<file path="src/hdl/cgcr_defs.svh">
// Constants for the chip setup and strap status register block.
`ifndef CGCR_DEFS_SVH
`define CGCR_DEFS_SVH
`define CGCR_IDX_SETUP        8'h02
`define CGCR_BIT_UNUSED       7
`define CGCR_BIT_VOLT         6
`define CGCR_BIT_MODE_HI      5
`define CGCR_BIT_MODE_LO      4
`define CGCR_BIT_PORT_SEL     3
`define CGCR_BIT_CLK_OFF      0
`define CGCR_RST_INDEX        8'h00
`define CGCR_RST_CLK_OFF      1'b0
`define CGCR_RST_MODE         2'h0
`endif

</file>
<file path="src/hdl/cgcr_pkg.sv">
// Types for the chip setup and strap status register block.
package cgcr_pkg;
    typedef enum logic [1:0] {
        CGCR_SOFT_BOARD    = 2'h0,
        CGCR_SOFT_CARD     = 2'h1,
        CGCR_STRAP_EXT     = 2'h2,
        CGCR_STRAP_BASIC   = 2'h3
    } cgcr_mode_t;
    typedef enum {
        CGCR_ST_CAPTURE,
        CGCR_ST_RUN
    } cgcr_state_t;
endpackage

</file>
<file path="src/hdl/cgcr_strap_latch.sv">
// Captures strap levels once after reset release.
`timescale 1ns/100ps
`include "cgcr_defs.svh"
module cgcr_strap_latch
    import cgcr_pkg::*;
#(
    parameter int WIDTH = 5
) (
    // Clock and reset.
    input  wire logic             i_clock,
    input  wire logic             i_rst_n,
    // Strap levels and captured copy.
    input  wire logic [WIDTH-1:0] i_straps,
    output logic      [WIDTH-1:0] o_straps,
    output logic                  o_valid
);
    // ----------------------------------------
    // Capture
    // ----------------------------------------
    // Reset loads constants only; the straps are taken at the first edge after release.
    cgcr_state_t      state_q;
    logic [WIDTH-1:0] straps_q;
    always_ff @(posedge i_clock or negedge i_rst_n) begin
        if (!i_rst_n) begin
            state_q  <= CGCR_ST_CAPTURE;
            straps_q <= '0;
        end else begin
            case (state_q)
                CGCR_ST_CAPTURE: begin
                    straps_q <= i_straps;
                    state_q  <= CGCR_ST_RUN;
                end
                CGCR_ST_RUN: begin
                    state_q <= CGCR_ST_RUN;
                end
                default: begin
                    state_q <= CGCR_ST_CAPTURE;
                end
            endcase
        end
    end
    assign o_straps = straps_q;
    assign o_valid  = (state_q == CGCR_ST_RUN);
endmodule

</file>
<file path="src/hdl/cgcr_top.sv">
// Chip setup and strap status register reached through an index and data port pair.
`timescale 1ns/100ps
`include "cgcr_defs.svh"
module cgcr_top
    import cgcr_pkg::*;
(
    // Host bus clock and hard reset.
    input  wire logic       i_clock,
    input  wire logic       i_rst_n,
    // Index and data port access strobes, one cycle each.
    input  wire logic       i_index_wr,
    input  wire logic       i_data_wr,
    input  wire logic       i_data_rd,
    input  wire logic [7:0] i_wdata,
    // Strap levels.
    input  wire logic       i_strap_volt_3v3,
    input  wire logic [1:0] i_strap_mode,
    input  wire logic       i_strap_port_sec,
    input  wire logic       i_strap_lockout,
    // Peripheral powerdown states, which must not touch the clock.
    input  wire logic       i_auto_powerdown,
    input  wire logic       i_cmd_powerdown,
    // Read data and control outputs.
    output logic      [7:0] o_rdata,
    output logic            o_rdata_valid,
    output logic      [7:0] o_index,
    output logic            o_main_clock_off,
    output cgcr_mode_t      o_config_mode
);
    // ----------------------------------------
    // Strap capture
    // ----------------------------------------
    logic [4:0] straps;
    logic       straps_valid;
    cgcr_strap_latch #(.WIDTH(5)) u_straps (
        .i_clock  (i_clock),
        .i_rst_n  (i_rst_n),
        .i_straps ({i_strap_lockout, i_strap_port_sec, i_strap_mode, i_strap_volt_3v3}),
        .o_straps (straps),
        .o_valid  (straps_valid)
    );
    wire logic       strap_volt   = straps[0];
    wire logic [1:0] strap_mode   = straps[2:1];
    wire logic       strap_sec    = straps[3];
    wire logic       strap_locked = straps[4];

    // ----------------------------------------
    // Index port and decode
    // ----------------------------------------
    logic [7:0] index_q;
    logic [7:0] index_d;
    assign index_d = i_index_wr ? i_wdata : index_q;
    a_index_latch: assert property (@(posedge i_clock) disable iff (!i_rst_n)
        i_index_wr |=> o_index == $past(i_wdata))
        else $error("Index write not latched.");
    a_index_hold: assert property (@(posedge i_clock) disable iff (!i_rst_n)
        !i_index_wr |=> $stable(o_index))
        else $error("Index changed without an index write.");
    a_data_keeps_index: assert property (@(posedge i_clock) disable iff (!i_rst_n)
        (i_data_wr || i_data_rd) && !i_index_wr |=> $stable(o_index))
        else $error("Data port access moved the index.");
    wire logic hit     = (index_q == `CGCR_IDX_SETUP);
    wire logic wr_hit  = i_data_wr && hit && straps_valid;
    wire logic mode_we = wr_hit && !strap_locked;

    // ----------------------------------------
    // Register fields
    // ----------------------------------------
    // This logic runs on the bus clock, never on the gated main clock, so software can always undo a shutdown.
    logic [1:0] mode_q;
    logic       mode_init_q;
    logic       clk_off_q;
    logic [1:0] mode_d;
    logic       clk_off_d;
    assign mode_d    = !mode_init_q && straps_valid ? strap_mode
                     : mode_we ? i_wdata[`CGCR_BIT_MODE_HI:`CGCR_BIT_MODE_LO]
                     : mode_q;
    assign clk_off_d = wr_hit ? i_wdata[`CGCR_BIT_CLK_OFF] : clk_off_q;

    always_ff @(posedge i_clock or negedge i_rst_n) begin
        if (!i_rst_n) begin
            index_q     <= `CGCR_RST_INDEX;
            mode_q      <= `CGCR_RST_MODE;
            mode_init_q <= 1'b0;
            clk_off_q   <= `CGCR_RST_CLK_OFF;
        end else begin
            index_q     <= index_d;
            mode_q      <= mode_d;
            mode_init_q <= mode_init_q | straps_valid;
            clk_off_q   <= clk_off_d;
        end
    end

    // ----------------------------------------
    // Field checks
    // ----------------------------------------
    a_read_no_side: assert property (@(posedge i_clock) disable iff (!i_rst_n)
        i_data_rd && !i_data_wr |=> $stable(clk_off_q))
        else $error("A read changed the clock shutdown bit.");
    a_mode_no_write: assert property (@(posedge i_clock) disable iff (!i_rst_n)
        mode_init_q && !mode_we |=> $stable(mode_q))
        else $error("Mode changed without an allowed write.");
    a_clock_no_write: assert property (@(posedge i_clock) disable iff (!i_rst_n)
        !wr_hit |=> $stable(clk_off_q))
        else $error("Clock shutdown bit changed without a write.");

    // ----------------------------------------
    // Read path
    // ----------------------------------------
    // Bit 7 and reserved bits 2:1 read as zero; bit 6 and bit 3 come from straps only.
    logic [7:0] reg_view;
    assign reg_view = {1'b0,
                       strap_volt,
                       mode_q,
                       strap_sec,
                       2'h0,
                       clk_off_q};
    wire logic [7:0] rd_mux = hit ? reg_view : 8'h00;

    logic [7:0] rdata_q;
    logic       rvalid_q;
    logic       clk_out_q;
    logic [1:0] mode_out_q;
    always_ff @(posedge i_clock or negedge i_rst_n) begin
        if (!i_rst_n) begin
            rdata_q    <= 8'h00;
            rvalid_q   <= 1'b0;
            clk_out_q  <= `CGCR_RST_CLK_OFF;
            mode_out_q <= `CGCR_RST_MODE;
        end else begin
            rdata_q    <= i_data_rd ? rd_mux : rdata_q;
            rvalid_q   <= i_data_rd;
            clk_out_q  <= clk_off_d;
            mode_out_q <= mode_d;
        end
    end
    assign o_rdata          = rdata_q;
    assign o_rdata_valid    = rvalid_q;
    assign o_index          = index_q;
    assign o_main_clock_off = clk_out_q;
    assign o_config_mode    = cgcr_mode_t'(mode_out_q);

    // ----------------------------------------
    // Read and output checks
    // ----------------------------------------
    a_rvalid_pulse: assert property (@(posedge i_clock) disable iff (!i_rst_n)
        i_data_rd |=> o_rdata_valid)
        else $error("Read answer missing.");
    a_rvalid_idle: assert property (@(posedge i_clock) disable iff (!i_rst_n)
        !i_data_rd |=> !o_rdata_valid)
        else $error("Read answer without a read.");
    a_rdata_hold: assert property (@(posedge i_clock) disable iff (!i_rst_n)
        !i_data_rd |=> $stable(o_rdata))
        else $error("Read data changed without a read.");
    a_rdata_from_view: assert property (@(posedge i_clock) disable iff (!i_rst_n)
        i_data_rd && hit |=> o_rdata == $past(reg_view))
        else $error("Read data does not match the register.");
    a_other_index_zero: assert property (@(posedge i_clock) disable iff (!i_rst_n)
        i_data_rd && !hit |=> o_rdata == 8'h00)
        else $error("Another index read nonzero.");
    a_volt_write_ignored: assert property (@(posedge i_clock) disable iff (!i_rst_n)
        wr_hit |=> reg_view[6] == $past(reg_view[6]))
        else $error("Voltage flag moved on a write.");
    a_port_read_only: assert property (@(posedge i_clock) disable iff (!i_rst_n)
        wr_hit |=> reg_view[3] == $past(reg_view[3]))
        else $error("Port select flag moved on a write.");
    a_unused_view: assert property (@(posedge i_clock) disable iff (!i_rst_n)
        reg_view[7] == 1'b0 && reg_view[2:1] == 2'h0)
        else $error("Unused bits of the register are nonzero.");
    a_mode_read: assert property (@(posedge i_clock) disable iff (!i_rst_n)
        i_data_rd && hit |=> o_rdata[5:4] == $past(mode_q))
        else $error("Mode field read wrong.");
    a_mode_mirror: assert property (@(posedge i_clock) disable iff (!i_rst_n)
        o_config_mode == cgcr_mode_t'(mode_q))
        else $error("Mode output differs from the field.");
    a_clock_read: assert property (@(posedge i_clock) disable iff (!i_rst_n)
        i_data_rd && hit |=> o_rdata[0] == $past(clk_off_q))
        else $error("Clock shutdown bit read wrong.");
    a_clock_mirror: assert property (@(posedge i_clock) disable iff (!i_rst_n)
        o_main_clock_off == clk_off_q)
        else $error("Clock shutdown output differs from the field.");

    // ----------------------------------------
    // Checks
    // ----------------------------------------
    a_volt_read_only: assert property (@(posedge i_clock) disable iff (!i_rst_n)
        straps_valid && $past(straps_valid) |-> reg_view[6] == $past(reg_view[6]))
        else $error("Voltage flag changed after strap capture.");
    a_unused_zero: assert property (@(posedge i_clock) disable iff (!i_rst_n)
        o_rdata_valid |-> o_rdata[7] == 1'b0 && o_rdata[2:1] == 2'h0)
        else $error("Unused bits read nonzero.");
    a_volt_reports: assert property (@(posedge i_clock) disable iff (!i_rst_n)
        i_data_rd && hit |=> o_rdata[6] == strap_volt)
        else $error("Voltage flag does not match strap.");
    a_port_reports: assert property (@(posedge i_clock) disable iff (!i_rst_n)
        i_data_rd && hit |=> o_rdata[3] == strap_sec)
        else $error("Port select flag does not match strap.");
    a_mode_write: assert property (@(posedge i_clock) disable iff (!i_rst_n)
        mode_we && mode_init_q |=> o_config_mode == cgcr_mode_t'($past(i_wdata[5:4])))
        else $error("Mode write not applied.");
    a_mode_locked: assert property (@(posedge i_clock) disable iff (!i_rst_n)
        strap_locked && mode_init_q |=> mode_q == $past(mode_q))
        else $error("Mode changed while locked out.");
    a_mode_from_strap: assert property (@(posedge i_clock) disable iff (!i_rst_n)
        straps_valid && !mode_init_q |=> mode_q == $past(strap_mode))
        else $error("Mode did not start from straps.");
    a_clock_follows: assert property (@(posedge i_clock) disable iff (!i_rst_n)
        wr_hit |=> o_main_clock_off == $past(i_wdata[0]))
        else $error("Clock shutdown output did not follow write.");
    a_clock_alone: assert property (@(posedge i_clock) disable iff (!i_rst_n)
        !wr_hit && (i_auto_powerdown || i_cmd_powerdown) |=> $stable(o_main_clock_off))
        else $error("Clock shutdown moved without a register write.");
    a_index_route: assert property (@(posedge i_clock) disable iff (!i_rst_n)
        i_data_wr && !hit |=> $stable(clk_off_q))
        else $error("Write to another index reached this register.");
endmodule

</file>
<file path="config.mk">
export PLATFORM = sky130hd
export DESIGN_NAME = cgcr_top
export DESIGN_NICKNAME = d
export VERILOG_FILES = /design/src/hdl/cgcr_pkg.sv /design/src/hdl/cgcr_strap_latch.sv /design/src/hdl/cgcr_top.sv
export VERILOG_INCLUDE_DIRS = /design/src /design/src/hdl
export SDC_FILE = /design/constraint.sdc
export NUM_CORES = 1
export LEC_CHECK = 0
export BUFFER_PORTS_ARGS = -buffer_cell sky130_fd_sc_hd__buf_4
export CORE_MARGIN = 2
export CORE_UTILIZATION = 45
export CTS_CLUSTER_DIAMETER = 60
export DETAILED_ROUTE_END_ITERATION = 10
export GPL_TIMING_DRIVEN = 1
export PLACE_DENSITY = 0.75
export SLEW_MARGIN = 20
export SYNTH_ARGS = -nofsm -noshare
export SYNTH_HDL_FRONTEND = slang
export SYNTH_SLANG_ARGS = --single-unit
</file>
<file path="constraint.sdc">
create_clock -name i_clock -period 1.7 [get_ports i_clock]
set_input_delay 0.34 -clock i_clock [delete_from_list [all_inputs] [get_ports i_clock]]
set_output_delay 0.34 -clock i_clock [all_outputs]
set_load 0.005 [all_outputs]
</file>
# Word-level counts from Yosys, hierarchy flattened
# Index checks and enable logic that the tools add are counted.
# word_totals
ff_bits,27
latchBits,0
mem_bits_rw,0
romBits,0
in_bits,20
out_inout_bits,20
wordCells,25
memories,0
# classes
add_sub_neg,0
multipliers,0
div_mod_pow,0
n_lt_le_gt_ge,0
eq_ne,3
shifts,0
n_mux,4
bitwise,1
n_reduce_logical,9
# op_table
op,n
$logic_not A32 Y1,1
$eq A8 B2 Y1 const B,1
$mux W7,1
$logic_and A1 B1 Y1,4
$mux W2,2
$eq A1 B1 Y1 const B,2
$logic_not A1 Y1,2
$reduce_bool A2 Y1,1
$reduce_or A2 Y1,1
$mux W1,1
$or A1 B1 Y1,1

# Logic depth before layout (Yosys ltp)
# Gate-level depths: netlist of the first run.
# logic_depth
word_depth,6
depth_mapped,3
mapped_depth_nobuf,3

# Modules after synthesis
# A second synthesis of the first run with hierarchy kept.
# unflattened
hier_cells,81
area_unflattened_um2,1063.5
# by_module_without_submodules
mod,instances,cells_each,area_per_inst_um2,seq_area_each_um2
cgcr_top,1,69,853.3,450.4
cgcr_strap_latch,1,12,210.2,150.1

# Least setup slack after synthesis of the first run
# No wires, ideal clock.
# synth_timing
path_kind,register -> register
startpoint,register index_q[3] (netlist: o_index[3])
endpoint,register mode_q[0]
setup_ps,139
t_arrival_ps,1220
required_ps,1561
slack_ps,340
stages_incl_launch_ff,4
n_path_buf,0
synth_period_minus_slack_ps,1360
path_cell_list,dfrtp_1 or4b_1 o211ai_1 o2111ai_1
# synth_between
elab_chain_len,5
# synth_rtl
item,line_no,text
start: declaration,cgcr_top.sv:50,logic [7:0] index_q;
start signal: assignment,cgcr_top.sv:82,index_q <= `CGCR_RST_INDEX;
start signal: assignment,cgcr_top.sv:87,index_q <= index_d;
$eq A8 B2 Y1 (no source line),--,
$logic_and A1 B1 Y1 (2 in a row),cgcr_top.sv:63,wire logic wr_hit = i_data_wr && hit && straps_valid;
$logic_and A1 B1 Y1,cgcr_top.sv:64,wire logic mode_we = wr_hit && !strap_locked;
$reduce_bool A2 Y1 (no source line),--,
end signal: assignment,cgcr_top.sv:83,mode_q <= `CGCR_RST_MODE;
end signal: assignment,cgcr_top.sv:88,mode_q <= mode_d;
end: declaration,cgcr_top.sv:70,logic [1:0] mode_q;
# No other way between the ends.
# A chain may end at the register's enable or synchronous reset.

# Worst setup path after layout of the first run
# layout_timing
startpoint,register index_q[5] (netlist: o_index[5])
endpoint,register mode_q[1]
# Same word-level chain as after synthesis.

==> results of run 1 <==
-- synthesized netlist by cell type --
master	instances	area (µm²)
o211ai_1	2	15.01
a21boi_0	1	7.510
clkbuf_1	3	11.26
buf_4	3	22.52
and4b_1	1	10.01
or4b_1	1	10.01
or4_1	1	7.510
o2111ai_1	2	17.52
nand4_1	3	18.77
dfrtp_1	24	600.6
mux2_2	13	146.4
nand3b_1	2	15.01
nand2_1	6	22.52
or2_2	1	6.260
nor4b_2	1	15.01
inv_1	7	26.28
nor4_2	1	12.51
conb_1	2	7.510
nand2b_1	2	12.51
o22ai_1	5	31.28
mux2_1	1	11.26
-- layer usage --
metal,track usage,part of all wire
met4,0.1184,0.031
met1,0.1932,0.42
met2,0.2863,0.48
met5,0,0
met3,0.04598,0.074
-- state kept, by name, summed over array words and instances, names as in the netlist --
register           cells
o_rdata                5
o_rdata_valid          1
u_straps.o_straps      5
o_main_clock_off       1
mode_init_q            1
o_index                8
mode_q                 2
u_straps.state_q       1
-- cell type report --
class,count,area (µm²),share of cell area
repair buffers,37,280.3,0.2093
multi-input cells,47,374.1,0.2794
clock buffers,3,22.52,0.01682
well taps,28,35.03,0.02617
inverters,7,26.28,0.01963
flip-flops and latches,24,600.6,0.4486
-- timing repair --
action / CTS / global route
endpoints found under the hold margin: 24 / 0
hold buffers: 1 / 0
gates resized for setup: 0 / 0
-- through the flow --
stage | std cells | power (mW) | setup slack, ns | instance area (µm²)
finish | 146 | 1.028 | 0.2218 | 1339
floorplan | 84 | 0.7074 | 0.3403 | 1035
global placement | 142 | 0.7897 | 0.3111 | 1306
global route | 146 | 1.080 | 0.1309 | 1339
detailed placement | 142 | 0.7963 | 0.2597 | 1306
CTS | 146 | 1.037 | 0.2411 | 1339
-- path summary, 6_finish.rpt --
kind                                      start              endpoint  slack [ns]  depth (start not counted)
setup / recovery                     o_index[5]             mode_q[1]        0.22                          3
hold / removal                        i_data_rd         o_rdata_valid        0.20                          1
setup reg to reg                     o_index[5]             mode_q[1]        0.22                          3
hold reg to reg            u_straps.o_straps[1]  u_straps.o_straps[1]        0.52                          1
max in group asynchronous               i_rst_n  u_straps.o_straps[4]        1.03                          2
min in group asynchronous               i_rst_n         o_rdata_valid        0.44                          2
-- kinds of logic (layout without fill, tap and decap cells) --
kind of cell / after synthesis / count (layout) / synth area share
flops: 24 / 24 / 0.5847
compound gates: 10 / 10 / 0.06943
mux: 14 / 14 / 0.1535
other cells: 2 / 4 / 0.007311
buf+inv: 13 / 47 / 0.05847
simple gates: 19 / 19 / 0.1267
-- report_power, final --
group / total [mW] / internal, mW / leakage, nW / switching (mW)
combinational: 0.145 / 0.0925 / 0.318 / 0.0522
sequential: 0.640 / 0.606 / 0.285 / 0.0339
clock: 0.244 / 0.0830 / 0.0138 / 0.161
-- critical path, cell delays in order (launching register included) --
cell	delay, ns
dfrtp_1	0.43
or4_1	0.57
o211ai_1	0.21
o2111ai_1	0.15
==> results.json, run 1 <==
{
  "status": "complete, no violations",
  "path_clk_slew_ns": 0.12,
  "cap_violations": 0,
  "cts_tree": "done",
  "syn_inst": 82,
  "netlist_area_um2": 1027,
  "holdWs_ns": 0.2023,
  "routedWlPerCell_um": 13.77,
  "numClockSinks": 24,
  "cp_max_fo": 4,
  "p_per_area_nw_per_um2": 767.9,
  "die_h_um": 51.78,
  "cp.required_ns": 1.89,
  "post_cts_buffers": 0,
  "end_kind": "flop",
  "rsz0062_at_grt": "no",
  "nets": 140,
  "initial_utilization": 0.4689,
  "routed_wl_mm": 2.010,
  "core_um2": 2191,
  "cts-htree-levels": 1,
  "post_synth.cell_area_avg_um2": 12.53,
  "yosysUniqueCellTypes": 21,
  "final_cell_mix": "36 x buf_4, 24 x dfrtp_1, 13 x mux2_2",
  "fillers": 195,
  "ys_ff_latch": 24,
  "dp_hpwl_mm": 1.518,
  "fin_crit_sh": 0.8696,
  "finalSetupTns_ns": 0,
  "cts_root_buf": "clkbuf_4",
  "fp-row-count": 17,
  "grt_pass1_wl_mm": 3.291,
  "insertion_delay_ns": 0.31,
  "cts_buffer_depth": 2,
  "critPathKind": "reg2reg",
  "post-route-min-period_ns": 1.478,
  "peakVddDrop_mv": 0.4211,
  "drive_above_1_share": 0.4661,
  "io_pins": 40,
  "leakage_nw": 0.6165,
  "grt_pass1_vias": 791,
  "areaGrowthSynthToFinish_pct": 30.33,
  "drt_iter0_drc": 6,
  "antenna_found_initial": 0,
  "final_common_cell": "buf_4",
  "hp-class": "in2reg",
  "grt_max_degree": 25,
  "die_area_um2": 2681,
  "cts_made_buffers": 3,
  "clock-skew-final_ns": 0.005932,
  "io_buffer_count": 34,
  "critPathLaunchType": "flop",
  "ant_nets": 0,
  "slew_viol_final": 0,
  "ys_seq_area_frac": 0.5847,
  "first_pass_iters": 4,
  "num_vias": 749,
  "arrival_ns": 1.67,
  "max_freq_mhz": 676.5,
  "yosysWarnings": 0,
  "die_w_um": 51.78,
  "overflow": 0,
  "via_per_inst": 5.130,
  "diodes": 0,
  "gp_congestion": 0.6505,
  "finalHoldViolCount": 0,
  "setup_viol": 0,
  "grtUsageTotal": 0.1729,
  "postLayoutCoreUtil": 0.6111,
  "drc": 0
}
(Power assumes the default switching activity.)
==> run 2, diff against run 1 <==
- clock period: 1.7 -> 1.5 ns (I/O delays scaled with it)
==> run 2 against run 1 <==
  * Clock-buffer cell count increased by 1
  * Via count increased by 4.8%
  * Register-to-register slack got worse by 0.15 ns
  * Clock skew decreased by 0.0010 ns
  * Power increased by 21%
  * Critical endpoint unchanged
  * Final area increased by 5.6%
  * Global-route usage decreased by 2.0 points
  * Utilization increased by 3.4 points
  * Fmax increased by 3.3%
  * Combinational power increased by 34%
  * Setup slack got worse by 0.15 ns
==> results.json, run 2 (synthesis gave the netlist of run 1 again) <==
{
  "status": "complete, no violations",
  "slew_viol_final": 0,
  "p_per_area_nw_per_um2": 883.4,
  "die_w_um": 51.78,
  "multi_input_comb_area_um2": 390.4,
  "cp.required_ns": 1.69,
  "cp_max_fo": 4,
  "routed_wl_mm": 1.907,
  "layout_setup_ws_ns": 0.06861,
  "initial_utilization": 0.4689,
  "diodes": 0,
  "nets": 146,
  "dp_hpwl_mm": 1.382,
  "leakage_nw": 0.6572,
  "via_per_inst": 5.131,
  "seq_area_um2": 600.6,
  "sw_frac_of_total": 0.2295,
  "die_area_um2": 2681,
  "postLayoutCoreUtil": 0.6453,
  "cts_made_buffers": 3,
  "drt_iter0_drc": 5,
  "critical_path.startpoint": "o_index[3]",
  "grt_pass1_wl_mm": 2.987,
  "cts_tree": "done",
  "fillers": 176,
  "peakVddDrop_mv": 0.5871,
  "combPwrFrac": 0.156,
  "gp_congestion": 0.6709,
  "fp-row-count": 17,
  "p_switching_mw": 0.2866,
  "min_from": "i_data_rd",
  "overflow": 0,
  "post-route-min-period_ns": 1.431,
  "insertion_delay_ns": 0.31,
  "io_buffer_count": 34,
  "first_pass_iters": 4,
  "grtUsageTotal": 0.1524,
  "ant_nets": 0,
  "clockPowerShare": 0.262,
  "hp-class": "in2reg",
  "grt_pass1_vias": 714,
  "seqPwrFrac": 0.582,
  "r2r-start": "o_index[3]",
  "clock-skew-final_ns": 0.004917,
  "largest_register_ffs": 8,
  "antenna_found_initial": 0,
  "die_h_um": 51.78,
  "final_common_cell": "buf_4",
  "placed_cells": 142,
  "cts_buffer_depth": 2,
  "setup_viol": 0,
  "final_cell_mix": "42 x buf_4, 24 x dfrtp_1, 13 x mux2_2",
  "drive_above_1_share": 0.5120,
  "path_clk_slew_ns": 0.12,
  "power.internal_mw": 0.9624,
  "drc": 0,
  "num_vias": 785,
  "grt_max_degree": 25,
  "critPathKind": "reg2reg",
  "areaGrowthSynthToFinish_pct": 37.64,
  "cts_root_buf": "clkbuf_4",
  "core_um2": 2191,
  "cap_violations": 0,
  "max_freq_mhz": 698.6,
  "dp_slack_ns": 0.05715,
  "fin_crit_sh": 0.9543,
  "routedWlPerCell_um": 12.46,
  "numClockSinks": 24,
  "arrival_ns": 1.62,
  "cts-htree-levels": 1,
  "critPathLaunchType": "flop",
  "io_pins": 40,
  "end_kind": "flop",
  "instances_no_fill": 153,
  "finalHoldViolCount": 0
}
[run 2: cell count changes in the layout (fill, tap and decap cells not counted)]
| cell | before | now |
|---|---|---|
| buf_4 | 36 | 42 |
| nor4_4 | 0 | 1 |
| or4b_1 | 1 | 0 |
| or4b_4 | 0 | 1 |
| clkbuf_8 | 0 | 1 |
| nor4_2 | 1 | 0 |
| or4_4 | 0 | 1 |
| or4_1 | 1 | 0 |
[run 2: power by group through the flow]
| stage | clock network [mW] | logic [mW] | registers, mW |
|---|---|---|---|
| 3_5_place_dp | 0 | 0.163 | 0.738 |
| 3_3_place_gp | 0 | 0.160 | 0.735 |
| 2_1_floorplan | 0 | 0.0727 | 0.729 |
| 5_1_grt | 0.363 | 0.213 | 0.733 |
| 4_1_cts | 0.340 | 0.165 | 0.725 |
| 6_report | 0.328 | 0.195 | 0.727 |
[run 2: per-layer routing]
layer	GRT usage	up-vias	routed length, µm
met5	0	-	0
met1	0.1932	382	790
li1	-	368	-
met4	0.09211	0	43
met3	0.02011	4	133
met2	0.2479	31	939
[run 2: metrics by stage]
stage                     power (mW)  setup TNS, ns  hold WS, ns  cell area [µm²]
after floorplan               0.8018              0     0.004409             1035
after global placement        0.8951              0       0.2091             1306
after detailed placement      0.9006              0       0.2105             1306
after CTS                      1.230              0       0.1672             1353
after global routing           1.310       -0.01246       0.1623             1414
final                          1.249              0       0.1725             1414
[run 2: timing repair]
item | in CTS | in global routing
buffers inserted | 0 | 6
hold buffers | 1 | 0
endpoints found under the hold margin | 24 | 0
setup endpoints to repair | 0 | 1
gates resized for setup | 0 | 3
[run 2: worst paths after layout]
path                                              to  slack [ns]  depth (start not counted)
worst max-delay path                       mode_q[1]        0.07                          3
worst min-delay path                   o_rdata_valid        0.17                          1
worst max register to register             mode_q[1]        0.07                          3
worst min register to register  u_straps.o_straps[1]        0.52                          1
max in group asynchronous       u_straps.o_straps[4]        0.86                          2
min in group asynchronous              o_rdata_valid        0.41                          2
[run 2: layout make-up]
cell class / instances / share of cell area
Tap cell: 28 / 0.02478
Multi-Input combinational cell: 47 / 0.2761
Sequential cell: 24 / 0.4248
Timing Repair Buffer: 43 / 0.2301
Inverter: 7 / 0.01858
Clock buffer: 4 / 0.02566
[run 2: worst max-delay path, cell delays in order, from the launching register on]
cell and delay [ns]:
dfrtp_1 0.44, or4b_4 0.56, o211ai_1 0.18, o2111ai_1 0.13
